--- config.mk ---
export PLATFORM = sky130hd
export DESIGN_NAME = ncf_front_end
export DESIGN_NICKNAME = d
export VERILOG_FILES = /design/src/core/ncf_pkg.sv /design/src/core/ncf_front_end.sv
export VERILOG_INCLUDE_DIRS = /design/src /design/src/core
export SDC_FILE = /design/constraint.sdc
export NUM_CORES = 1
export LEC_CHECK = 0
export BUFFER_PORTS_ARGS = -buffer_cell sky130_fd_sc_hd__buf_2
export CORE_MARGIN = 2
export CORE_UTILIZATION = 53
export DETAILED_ROUTE_END_ITERATION = 8
export GPL_TIMING_DRIVEN = 0
export PLACE_DENSITY = 0.79
export SYNTH_ARGS = -nofsm -noshare
export SYNTH_HDL_FRONTEND = slang
export SYNTH_SLANG_ARGS = --single-unit
--- constraint.sdc ---
create_clock -name pclk -period 2 [get_ports pclk]
set_input_delay 0 -clock pclk [delete_from_list [all_inputs] [get_ports pclk]]
set_output_delay 0 -clock pclk [all_outputs]
set_load 0.01 [all_outputs]
--- src/core/ncf_defs.svh ---
// constants for the oscillator input front-end control block
`ifndef NCF_DEFS_SVH
`define NCF_DEFS_SVH
`define NCF_ADDR_CTRL      12'h088
`define NCF_ADDR_HOLDOFF   12'h084
`define NCF_ADDR_STATUS    12'h08c
`define NCF_CTRL_BYPASS    0
`define NCF_CTRL_PDITH     1
`define NCF_CTRL_ADITH     2
`define NCF_CTRL_CLRHOP    3
`define NCF_CTRL_QMODE_LO  4
`define NCF_CTRL_PORTSEL   6
`define NCF_CTRL_SYNC_LO   7
`define NCF_CTRL_RESET     9'h000
`define NCF_CTRL_MASK      32'h0000_01ff
`define NCF_HOLDOFF_RESET  16'h0000
`endif

--- src/core/ncf_pkg.sv ---
// types for the oscillator input front-end control block
package ncf_pkg;
  typedef enum logic [1:0] {
    NCF_Q_BLANK = 2'b00,
    NCF_Q_GATE  = 2'b01,
    NCF_Q_RISE  = 2'b10,
    NCF_Q_FALL  = 2'b11
  } ncf_qmode_t;
  typedef enum logic [1:0] {
    NCF_H_IDLE  = 2'b00,
    NCF_H_COUNT = 2'b01,
    NCF_H_LOAD  = 2'b11
  } ncf_hold_t;
endpackage : ncf_pkg

--- src/core/ncf_front_end.sv ---
// per-channel oscillator input front-end control with apb registers
//
// How it works
// - ctrl bit 0 bypasses the oscillator
// - bypass: port a to i, port b to q
// - ctrl bit 1 enables phase dither
// - ctrl bit 2 amplitude dither, independent of phase
// - ctrl bit 3 clears accumulator with each hop transfer
// - phase offset always applies; else accumulator continues
// - each channel picks own qualifier mode
// - mode 00 latch while high, zeros while low
// - mode 00 oscillator keeps advancing while blanked
// - mode 00 downstream runs while qualifier high
// - mode 01 latch only while high, halt oscillator
// - mode 01 downstream runs every master clock
// - mode 10 latch once after rising qualifier
// - mode 11 latch once after falling qualifier
// - modes 10/11 advance oscillator per latched sample
// - modes 10/11 downstream runs every clock
// - ctrl bit 6 picks port b, else a
// - ctrl bits 8:7 pick sync pin a..d
// - any sync pin may serve any channel
// - hop loads 16-bit hold-off, counts, then transfers
//
// The implementer's own choice: register access over APB.
`timescale 1ns/100ps
`default_nettype none
`include "ncf_defs.svh"
module ncf_front_end (
  input  wire logic        pclk,
  input  wire logic        presetn,
  input  wire logic        psel,
  input  wire logic        penable,
  input  wire logic        pwrite,
  input  wire logic [11:0] paddr,
  input  wire logic [31:0] pwdata,
  output logic      [31:0] prdata,
  output logic             pready,
  output logic             pslverr,
  input  wire logic [13:0] wideband_port_a_samples,
  input  wire logic [13:0] wideband_port_b_samples,
  input  wire logic [2:0]  port_a_gain_range,
  input  wire logic [2:0]  port_b_gain_range,
  input  wire logic        port_a_sample_qualifier,
  input  wire logic        port_b_sample_qualifier,
  input  wire logic        sync_pin_first,
  input  wire logic        sync_pin_second,
  input  wire logic        sync_pin_third,
  input  wire logic        sync_pin_fourth,
  input  wire logic        sleep_exit,
  output logic      [13:0] path_i_sample,
  output logic      [13:0] path_q_sample,
  output logic      [2:0]  path_gain_range,
  output logic             sample_latched,
  output logic             backend_run,
  output logic             osc_advance,
  output logic             osc_bypass,
  output logic             phase_dither_en,
  output logic             amp_dither_en,
  output logic             acc_clear,
  output logic             freq_transfer
);

  // ----------------------------------------------------------------
  // registers
  // ----------------------------------------------------------------
  logic [8:0]  ctrl_ff;        // channel control word
  logic [15:0] holdoff_ff;     // hold-off reload value
  logic [15:0] hold_cnt_ff;    // hold-off down counter
  ncf_pkg::ncf_hold_t hold_st_ff; // hold-off state
  logic        q_prev_ff;      // previous qualifier level
  logic        q_pending_ff;   // edge seen, latch on next clock
  logic [13:0] a_s1_ff, a_s2_ff, b_s1_ff, b_s2_ff;  // sample synchronisers
  logic [2:0]  ga_s1_ff, ga_s2_ff, gb_s1_ff, gb_s2_ff; // gain synchronisers
  logic [1:0]  qa_s_ff, qb_s_ff;  // qualifier synchronisers
  logic [3:0]  sy_s1_ff, sy_s2_ff; // sync pin synchronisers
  logic [1:0]  sx_s_ff;        // sleep exit synchroniser
  logic        sync_prev_ff;   // previous selected sync level
  logic        sleep_prev_ff;  // previous sleep exit level

  // ----------------------------------------------------------------
  // decode helpers
  // ----------------------------------------------------------------
  function automatic logic ncf_hit(input logic [11:0] a, input logic [11:0] r);
    ncf_hit = (a == r);
  endfunction : ncf_hit

  ncf_pkg::ncf_qmode_t qmode;  // current qualifier mode
  logic       use_b;           // port b selected
  logic [1:0] sync_sel;        // sync pin index
  logic       q_now;           // selected synchronised qualifier
  logic       sync_now;        // selected synchronised sync pin
  logic       hop_evt;         // rising edge on sync or sleep exit
  logic       apb_wr;          // write access phase
  logic       apb_rd;          // read access phase
  logic       mapped;          // address in map

  assign qmode    = ncf_pkg::ncf_qmode_t'(ctrl_ff[`NCF_CTRL_QMODE_LO +: 2]);
  assign use_b    = ctrl_ff[`NCF_CTRL_PORTSEL];
  assign sync_sel = ctrl_ff[`NCF_CTRL_SYNC_LO +: 2];
  assign q_now    = use_b ? qb_s_ff[1] : qa_s_ff[1];
  assign sync_now = sy_s2_ff[sync_sel];
  assign hop_evt  = (sync_now & ~sync_prev_ff) | (sx_s_ff[1] & ~sleep_prev_ff);
  assign apb_wr   = psel & penable & pwrite;
  assign apb_rd   = psel & penable & ~pwrite;
  assign mapped   = ncf_hit(paddr, `NCF_ADDR_CTRL) | ncf_hit(paddr, `NCF_ADDR_HOLDOFF)
                  | ncf_hit(paddr, `NCF_ADDR_STATUS);

  // ----------------------------------------------------------------
  // input synchronisers (two flops before any logic)
  // ----------------------------------------------------------------
  always_ff @(posedge pclk or negedge presetn) begin
    if (!presetn) begin
      a_s1_ff  <= 14'h0000;
      a_s2_ff  <= 14'h0000;
      b_s1_ff  <= 14'h0000;
      b_s2_ff  <= 14'h0000;
      ga_s1_ff <= 3'h0;
      ga_s2_ff <= 3'h0;
      gb_s1_ff <= 3'h0;
      gb_s2_ff <= 3'h0;
      qa_s_ff  <= 2'h0;
      qb_s_ff  <= 2'h0;
      sy_s1_ff <= 4'h0;
      sy_s2_ff <= 4'h0;
      sx_s_ff  <= 2'h0;
    end else begin
      a_s1_ff  <= wideband_port_a_samples;
      a_s2_ff  <= a_s1_ff;
      b_s1_ff  <= wideband_port_b_samples;
      b_s2_ff  <= b_s1_ff;
      ga_s1_ff <= port_a_gain_range;
      ga_s2_ff <= ga_s1_ff;
      gb_s1_ff <= port_b_gain_range;
      gb_s2_ff <= gb_s1_ff;
      qa_s_ff  <= {qa_s_ff[0], port_a_sample_qualifier};
      qb_s_ff  <= {qb_s_ff[0], port_b_sample_qualifier};
      sy_s1_ff <= {sync_pin_fourth, sync_pin_third, sync_pin_second, sync_pin_first};
      sy_s2_ff <= sy_s1_ff;
      sx_s_ff  <= {sx_s_ff[0], sleep_exit};
    end
  end

  // ----------------------------------------------------------------
  // apb slave: zero wait, error on unmapped address
  // ----------------------------------------------------------------
  always_ff @(posedge pclk or negedge presetn) begin
    if (!presetn) begin
      ctrl_ff    <= `NCF_CTRL_RESET;
      holdoff_ff <= `NCF_HOLDOFF_RESET;
    end else if (apb_wr) begin
      // control word written in the access phase
      if (ncf_hit(paddr, `NCF_ADDR_CTRL))
        ctrl_ff <= pwdata[8:0];
      if (ncf_hit(paddr, `NCF_ADDR_HOLDOFF))
        holdoff_ff <= pwdata[15:0];
    end
  end

  // read data and answer flags registered in setup for the access phase
  always_ff @(posedge pclk or negedge presetn) begin
    if (!presetn) begin
      prdata  <= 32'h0000_0000;
      pready  <= 1'b0;
      pslverr <= 1'b0;
    end else begin
      pready  <= psel & ~penable;  // no wait state: ready in first access cycle
      pslverr <= psel & ~penable & ~mapped;
      if (psel & ~penable & ~pwrite) begin
        // read mux; unmapped reads return zero
        if (ncf_hit(paddr, `NCF_ADDR_CTRL))
          prdata <= {23'h00_0000, ctrl_ff};
        else if (ncf_hit(paddr, `NCF_ADDR_HOLDOFF))
          prdata <= {16'h0000, holdoff_ff};
        else if (ncf_hit(paddr, `NCF_ADDR_STATUS))
          prdata <= {12'h000, hold_cnt_ff, 1'b0, hold_st_ff, q_now};
        else
          prdata <= 32'h0000_0000;
      end else if (apb_rd) begin
        prdata <= prdata;
      end else begin
        prdata <= 32'h0000_0000;
      end
    end
  end

  // ----------------------------------------------------------------
  // qualifier edge tracking
  // ----------------------------------------------------------------
  always_ff @(posedge pclk or negedge presetn) begin
    if (!presetn) begin
      q_prev_ff    <= 1'b0;
      q_pending_ff <= 1'b0;
    end else begin
      q_prev_ff <= q_now;
      // an edge of the chosen polarity arms one latch on the next clock
      case (qmode)
        ncf_pkg::NCF_Q_RISE: q_pending_ff <= q_now & ~q_prev_ff;
        ncf_pkg::NCF_Q_FALL: q_pending_ff <= ~q_now & q_prev_ff;
        default:             q_pending_ff <= 1'b0;
      endcase
    end
  end

  // ----------------------------------------------------------------
  // sample latch, oscillator advance and downstream run per mode
  // ----------------------------------------------------------------
  always_ff @(posedge pclk or negedge presetn) begin
    if (!presetn) begin
      path_i_sample   <= 14'h0000;
      path_q_sample   <= 14'h0000;
      path_gain_range <= 3'h0;
      sample_latched  <= 1'b0;
      osc_advance     <= 1'b0;
      backend_run     <= 1'b0;
    end else begin
      sample_latched <= 1'b0;
      osc_advance    <= 1'b0;
      backend_run    <= 1'b1;
      case (qmode)
        ncf_pkg::NCF_Q_BLANK: begin
          osc_advance <= 1'b1;
          backend_run <= q_now;
          if (q_now) begin
            sample_latched <= 1'b1;
            if (ctrl_ff[`NCF_CTRL_BYPASS]) begin
              path_i_sample <= a_s2_ff;
              path_q_sample <= b_s2_ff;
            end else begin
              path_i_sample <= use_b ? b_s2_ff : a_s2_ff;
              path_q_sample <= 14'h0000;
            end
            path_gain_range <= use_b ? gb_s2_ff : ga_s2_ff;
          end else begin
            // blanked input reads as zero
            path_i_sample <= 14'h0000;
            path_q_sample <= 14'h0000;
          end
        end
        ncf_pkg::NCF_Q_GATE: begin
          // downstream keeps running on every master clock
          if (q_now) begin
            sample_latched <= 1'b1;
            osc_advance    <= 1'b1;
            path_i_sample  <= ctrl_ff[`NCF_CTRL_BYPASS] ? a_s2_ff : (use_b ? b_s2_ff : a_s2_ff);
            path_q_sample  <= ctrl_ff[`NCF_CTRL_BYPASS] ? b_s2_ff : 14'h0000;
            path_gain_range <= use_b ? gb_s2_ff : ga_s2_ff;
          end
        end
        ncf_pkg::NCF_Q_RISE, ncf_pkg::NCF_Q_FALL: begin
          // one latch per armed edge; downstream runs every clock
          if (q_pending_ff) begin
            sample_latched <= 1'b1;
            osc_advance    <= 1'b1;
            path_i_sample  <= ctrl_ff[`NCF_CTRL_BYPASS] ? a_s2_ff : (use_b ? b_s2_ff : a_s2_ff);
            path_q_sample  <= ctrl_ff[`NCF_CTRL_BYPASS] ? b_s2_ff : 14'h0000;
            path_gain_range <= use_b ? gb_s2_ff : ga_s2_ff;
          end
        end
        default: begin
          backend_run <= 1'b1;
        end
      endcase
    end
  end

  // ----------------------------------------------------------------
  // oscillator option outputs
  // ----------------------------------------------------------------
  always_ff @(posedge pclk or negedge presetn) begin
    if (!presetn) begin
      osc_bypass      <= 1'b0;
      phase_dither_en <= 1'b0;
      amp_dither_en   <= 1'b0;
    end else begin
      osc_bypass      <= ctrl_ff[`NCF_CTRL_BYPASS];
      phase_dither_en <= ctrl_ff[`NCF_CTRL_PDITH];
      amp_dither_en   <= ctrl_ff[`NCF_CTRL_ADITH];
    end
  end

  // ----------------------------------------------------------------
  // hop hold-off counter and frequency transfer
  // ----------------------------------------------------------------
  always_ff @(posedge pclk or negedge presetn) begin
    if (!presetn) begin
      hold_st_ff    <= ncf_pkg::NCF_H_IDLE;
      hold_cnt_ff   <= 16'h0000;
      sync_prev_ff  <= 1'b0;
      sleep_prev_ff <= 1'b0;
      acc_clear     <= 1'b0;
      freq_transfer <= 1'b0;
    end else begin
      sync_prev_ff  <= sync_now;
      sleep_prev_ff <= sx_s_ff[1];
      acc_clear     <= 1'b0;
      freq_transfer <= 1'b0;
      case (hold_st_ff)
        ncf_pkg::NCF_H_IDLE: begin
          if (hop_evt) begin
            hold_cnt_ff <= holdoff_ff;
            hold_st_ff  <= ncf_pkg::NCF_H_COUNT;
          end
        end
        ncf_pkg::NCF_H_COUNT: begin
          if (hold_cnt_ff == 16'h0000)
            hold_st_ff <= ncf_pkg::NCF_H_LOAD;
          else
            hold_cnt_ff <= hold_cnt_ff - 16'h0001;
        end
        ncf_pkg::NCF_H_LOAD: begin
          // clear pulses with the transfer; offset is untouched either way
          freq_transfer <= 1'b1;
          acc_clear     <= ctrl_ff[`NCF_CTRL_CLRHOP];
          hold_st_ff    <= ncf_pkg::NCF_H_IDLE;
        end
        default: hold_st_ff <= ncf_pkg::NCF_H_IDLE;
      endcase
    end
  end
endmodule : ncf_front_end
`default_nettype wire

==> flow_summary.ini, run 1 <==
[yosys]
syn_inst = 541
synth_flop_cell = dfrtp_1
yosysSeqAreaShare_pct = 66.6
async_flop_share_pct = 100
synth_edf_count = 0
syn_area_um2 = 7140
ys_seq_elements = 190
synth_cell_types = 64
syn_area_per_cell_um2 = 13.2
synth_warnings = 0

[final_layout]
post_route_cells_drive_above_1_share_pct = 34.0
area_delta_synth_final_pct = 33.4
postLayoutCellArea_um2 = 9530
post-route-util_pct = 72.2
nets = 872
final_cells = 969
antennaDiodeCount = 0

[global_routing]
grt_use_met3_pct = 5.28
antenna_found_initial = 0
use_met2_pct = 43.6
grt_pass1_wl_um = 28200
use_met1_pct = 33.4
grt_pass1_vias = 5346
track_usage_pct = 25.9
grt_max_degree = 133
gr-total-overflow = 0
grt-busiest-layer = met2

[flow_run]
maxCapViolCount = 0

[setup_path]
crit_path_max_fanout = 5
critPathCaptureType = flip-flop
cp.required_ns = 2.32
r2r-start = hold_cnt_ff[1]$_DFFE_PN0P_
start_kind = flip-flop
worst-path-buf-inv = 2
slowest_delay_ns = 0.41
reg2reg_depth = 8
worstReg2RegEnd = hold_cnt_ff[14]$_DFFE_PN0P_
crit_path_top_delay_cell = dfrtp_1
rrSetupSlack_ns = 0.04
cp_cell_sequence = inv_1, ha_2, nor3b_4, nand4_4, buf_4, o31a_2, o21ai_2, o21ai_2
critical_path_class = flip-flop to flip-flop
crit_family = compound AO/OA/AOI/OAI gates
arrival_ns = 2.28
path_common_cell = o21ai_2

[floorplanning]
start_util_pct = 54.1
core_um2 = 13200
rows = 42
io_pins = 163
die_area_um2 = 14400
die_y_um = 120
die_w_um = 120

[sta]
setup_viol_count_final = 0
tightest_slew_ns = 0.826
hold_violations = 0
finalCriticalPeriod_ns = 1.96
relSlewSlack_pct = 44.5
finalCritPeriodShare_pct = 98.0
timing.final.ws_setup_ns = 0.0398
fmax_ghz = 0.510
clock_skew_ns = 0.0138
slew_violations = 0

[pwr]
p_per_area_nw_per_um2 = 940
p_leak_nw = 4.56
power.clock.fraction_pct = 36.0
p_sw_w = 0.00254
intPower_w = 0.00642
switching_share_pct = 28.3
combPwrFrac_pct = 15.5
power_frac_seq_pct = 48.5
ir_worst_vdd_mv = 0.703

[worst_hold_path]
holdPathStages = 5
hold_path_end = pslverr$_DFF_PN0_
hp-start = paddr[0]
min-delay-path-class = input port to flip-flop

[routing]
wire_per_inst_um = 18.2
drt_iter0_drc = 393
via_per_inst = 5.46
routed_wirelength_um = 17700
ant_nets = 0
drt-pass1-iter-count = 8
drc = 0
vias = 5292

[placement]
placedCellCount = 863
globalplace.congestion = 0.870
place_ws_ns = -0.283
portBuffers = 134
hpwl_um = 11100
place_area_um2 = 8110

[clock_tree]
cts_tree = built
clock-sinks = 190
htreeDepth = 4
cts.clk_slew.worst_paths_ns = 0.07
numCtsBuffers = 17
clkLatencyLatePin_ns = 0.44
root_buffer = clkbuf_16
cts_buffer_depth = 2

[status]
outcome = completed
## worst min-delay path, stage by stage
cell	delay (ns)
buf_2	0.12
nor2_1	0.07
o21ai_0	0.08
nor2_1	0.04
nor2_1	0.10
## per-layer routing
metal / share of wire, % / vias to the layer above / wire, um
li1: - / 2390 / -
met1: 41 / 2632 / 7270
met2: 51 / 236 / 8960
met3: 6.1 / 34 / 1080
met4: 2.1 / 0 / 363
met5: 0 / - / 0
## per-stage QoR
step           setup TNS (ns)  hold WS, ns  power, W
5_1_grt                -0.190       0.0506   0.00933
3_5_place_dp            -7.13      -0.0404   0.00548
4_1_cts               -0.0466     0.000821   0.00883
3_3_place_gp          -356.32        0.107   0.00542
2_1_floorplan               0       -0.296   0.00507
6_report                    0       0.0313   0.00896
## worst max path at each step
stage / start / end / slack, ns / cells after the start
floorplan: hold_cnt_ff[0]$_DFFE_PN0P_ / hold_cnt_ff[12]$_DFFE_PN0P_ / 0.14 / 9
global placement: presetn / gb_s1_ff[2]$_DFF_PN0_ / -1.86 / 1
detailed placement: hold_cnt_ff[0]$_DFFE_PN0P_ / hold_cnt_ff[12]$_DFFE_PN0P_ / -0.28 / 9
CTS: ctrl_ff[6]$_DFFE_PN0P_ / path_i_sample[0]$_DFFE_PN0P_ / -0.02 / 8
global route: hold_cnt_ff[0]$_DFFE_PN0P_ / hold_cnt_ff[12]$_DFFE_PN0P_ / -0.04 / 9
finish: hold_cnt_ff[1]$_DFFE_PN0P_ / hold_cnt_ff[14]$_DFFE_PN0P_ / 0.04 / 8
## kinds of logic after synthesis
| kind of cell | count (synthesis) | synth area share [%] |
|---|---|---|
| DFF | 190 | 66.6 |
| AOI/OAI and AO/OA | 135 | 13.4 |
| and+or+nand+nor | 118 | 9.01 |
| buffers and inverters | 51 | 4.01 |
| muxes | 45 | 6.76 |
| adders and majority gates | 1 | 0.175 |
| other | 1 | 0.0525 |
## synth_stat cells (2+ instances only)
cell	n	area, um^2
dfrtp_1	190	4750
nand2_1	40	150
o21ai_0	33	165
nor2_1	24	90.1
a21oi_1	22	110
mux2_2	19	214
mux2i_1	19	190
a22o_1	18	158
o31ai_1	14	105
clkbuf_1	13	48.8
buf_4	12	90.1
buf_2	11	55.1
inv_1	10	37.5
a21o_1	8	60.1
nor3_1	8	40.0
a22oi_1	7	52.6
mux2_1	7	78.8
o21ai_2	7	61.3
o221ai_1	7	61.3
nor4_1	6	37.5
nand3_1	4	20.0
a31oi_1	3	18.8
and3_1	3	18.8
nand2b_1	3	18.8
nor4_2	3	37.5
or3_1	3	18.8
and2_1	2	12.5
buf_6	2	22.5
nor2b_1	2	12.5
nor3_2	2	20.0
nor3b_1	2	15.0
nor3b_2	2	25.0
nor4b_1	2	17.5
o21a_1	2	15.0
or3_4	2	22.5
## repair_timing
item / in CTS / in global routing
hold buffers: 62 / 0
endpoints found under the hold margin: 126 / 0
resized for setup: 13 / 18
setup buffers: 6 / 7
pin swaps: 3 / 2
endpoints found under the setup margin: 46 / 40
cloned: 0 / 1
## registers in the layout, indices dropped and copies added, names as in the netlist, 4 cells and up
name / flops
a_s1_ff: 14
a_s2_ff: 14
b_s1_ff: 14
b_s2_ff: 14
ctrl_ff: 9
hold_cnt_ff: 16
holdoff_ff: 16
path_i_sample: 14
path_q_sample: 14
prdata: 20
sy_s1_ff: 4
sy_s2_ff: 4
## cells in the final DEF, fill, tap and decap left out, types with 4 or more instances in the layout
cell             n
o221ai_1         7
o31ai_1         13
dlygate4sd3_1   62
nand2_1         40
o21ai_2          8
buf_4           28
mux2i_1         18
clkbuf_2         5
a22oi_1          7
clkbuf_1         7
buf_2          139
a21o_1           8
nor3_1           5
dfrtp_1        189
mux2_1           7
inv_1           10
mux2_2          19
nor4_1           6
conb_1          12
nor2_1          23
o21ai_0         33
inv_6            5
a21oi_1         22
nand3_1          4
a22o_1          18
clkbuf_16       18
## final cells by class
type | instances | area [um^2]
Tap cell | 176 | 220
Timing Repair Buffer | 211 | 1460
Clock inverter | 13 | 123
Multi-Input combinational cell | 311 | 2220
Clock buffer | 18 | 439
Inverter | 11 | 41.3
Fill cell | 855 | 3660
Buffer | 39 | 263
Sequential cell | 190 | 4760
## power groups by stage
stage,combinational [W],clock (W),sequential (W)
2_1_floorplan,0.000735,0,0.00433
3_3_place_gp,0.00104,0,0.00438
3_5_place_dp,0.00108,0,0.00439
4_1_cts,0.00125,0.00325,0.00433
5_1_grt,0.00152,0.00344,0.00437
6_report,0.00139,0.00322,0.00435
No activity file was read; power rests on OpenSTA's default activity.
==> run 2: changes to the inputs <==
- CORE_ASPECT_RATIO: not set -> 0.6
- RECOVER_POWER: not set -> 25
==> flow_summary.ini, run 2 (synthesis results as in run 1) <==
[status]
outcome = completed

[setup_path]
start_kind = flip-flop
cp.required_ns = 2.31
critPathCaptureType = flip-flop
crit_path_max_fanout = 9
cp-startpoint = hold_cnt_ff[2]$_DFFE_PN0P_
reg2reg_depth = 6
arrival_ns = 2.25
worstReg2RegEnd = hold_cnt_ff[9]$_DFFE_PN0P_
r2r-start = hold_cnt_ff[2]$_DFFE_PN0P_
cp_cell_sequence = buf_2, or4_1, nor2_2, a21oi_1, o21ai_0, o21ai_2
rrSetupSlack_ns = 0.06
critPathCapture = hold_cnt_ff[9]$_DFFE_PN0P_
slowest_delay_ns = 0.68
critical_path_class = flip-flop to flip-flop
crit_path_top_delay_cell = or4_1

[pwr]
total_power_w = 0.00920
ir_worst_vdd_mv = 0.724
p_per_area_nw_per_um2 = 964
p_leak_nw = 4.57

[routing]
ant_nets = 0
via_per_inst = 5.55
drc = 0
routed_wirelength_um = 17800
drt_iter0_drc = 422
wire_per_inst_um = 18.5
drt-pass1-iter-count = 4
vias = 5330

[placement]
hpwl_um = 11700
place_ws_ns = -0.298
place_area_um2 = 8100
portBuffers = 134
globalplace.congestion = 0.907

[global_routing]
antenna_found_initial = 0
track_usage_pct = 25.5
grt_pass1_vias = 5314
grt_max_degree = 114
grt_pass1_wl_um = 27800
gr-total-overflow = 0

[sta]
setup_viol_count_final = 0
fmax_ghz = 0.516
hold_violations = 0
relSlewSlack_pct = 30.7
timing.final.ws_setup_ns = 0.0633
finalCritPeriodShare_pct = 96.8
tightest_slew_ns = 1.04
rsz0062_at_grt = true
slew_violations = 0
finalCriticalPeriod_ns = 1.94
clock_skew_ns = 0.0107

[floorplanning]
core_um2 = 13000
rows = 32
die_area_um2 = 14400
start_util_pct = 54.9
io_pins = 163
die_y_um = 93.9
die_w_um = 154

[clock_tree]
root_buffer = clkbuf_16
htreeDepth = 4
clkLatencyLatePin_ns = 0.43
numCtsBuffers = 17
clock-sinks = 190
cts.clk_slew.worst_paths_ns = 0.07
cts_tree = built
cts_buffer_depth = 2

[final_layout]
antennaDiodeCount = 0
top_register = prdata
largest_reg_flops = 20
reg_top3 = prdata: 20 flops, hold_cnt_ff: 16 flops, holdoff_ff: 16 flops
final_cell_mix = dfrtp_1 (188), buf_2 (138), dlygate4sd3_1 (64), nand2_1 (40), o21ai_0 (32)
post_route_cells_drive_above_1_share_pct = 33.9
area_delta_synth_final_pct = 33.7
layout_commonest_cell = dfrtp_1
postLayoutCellArea_um2 = 9550
nets = 869

[worst_hold_path]
min-delay-path-class = input port to flip-flop
holdPathStages = 3
hp-start = pwrite

[flow_run]
maxCapViolCount = 0
## run 2: cell count changes in the layout (fill, tap and decap cells not counted), sizes merged
| cell | delta |
|---|---|
| buf | -9 |
| clkbuf | +4 |
| clkinv | +3 |
| clkinvlp | -2 |
| dlygate4sd3 | +2 |
| bufinv | +1 |
| clkdlybuf4s15 | -1 |
## run 2: power breakdown
group	total (W)	internal (W)	switching [W]	leakage, nW
registers	0.00435	0.00410	0.000247	2.40
clock network	0.00343	0.00181	0.00163	0.300
logic	0.00142	0.000643	0.000779	1.88
## run 2: final cells by class
| type | count | area (um^2) |
|---|---|---|
| tap | 170 | 213 |
| buffer | 38 | 254 |
| clock inverter | 15 | 186 |
| fill | 847 | 3470 |
| inverter | 11 | 41.3 |
| timing repair buffer | 209 | 1430 |
| clock buffer | 17 | 425 |
| sequential | 190 | 4760 |
| multi-input combinational | 311 | 2230 |
## run 2: stage by stage
step	setup TNS [ns]	util (%)	instances	hold WS, ns
after global placement	-350.69	62.0	856	0.107
after global routing	-0.0977	73.4	961	0.0421
after detailed placement	-6.57	62.3	857	0.00844
after floorplan	0	-	552	-0.296
final	0	73.4	961	0.0303
after CTS	0	72.6	959	0.0125
## run 2: how the worst min path moves through the flow
stage                                 end  slack (ns)
finish              prdata[3]$_DFFE_PN0P_        0.03
global route        prdata[3]$_DFFE_PN0P_        0.04
CTS                 prdata[3]$_DFFE_PN0P_        0.01
detailed placement   b_s1_ff[4]$_DFF_PN0_       0.008
global placement    sy_s1_ff[0]$_DFF_PN0_        0.11
floorplan            a_s1_ff[0]$_DFF_PN0_       -0.30
## run 2: repair_timing
action	4_1_cts	5_1_grt
setup endpoints to repair	42	58
hold buffers	64	0
pin swaps	2	9
gates cloned	0	1
endpoints found under the hold margin	145	0
setup buffers	6	3
resized for setup	12	20
## run 2: critical path, delay by kind of cell, from the launching register on
kind                   cells  cell delay [ns]
DFF                        1             0.37
and+or+nand+nor            2             0.89
AOI/OAI and AO/OA          3             0.36
buffers and inverters      1             0.19
## run 2: metal layers
metal	global-route usage, %	part of all wire, %	wire [um]
met4	10.4	1.7	308
met2	40.0	47	8320
met5	0	0	0
met1	34.4	44	7810
met3	6.92	7.5	1330
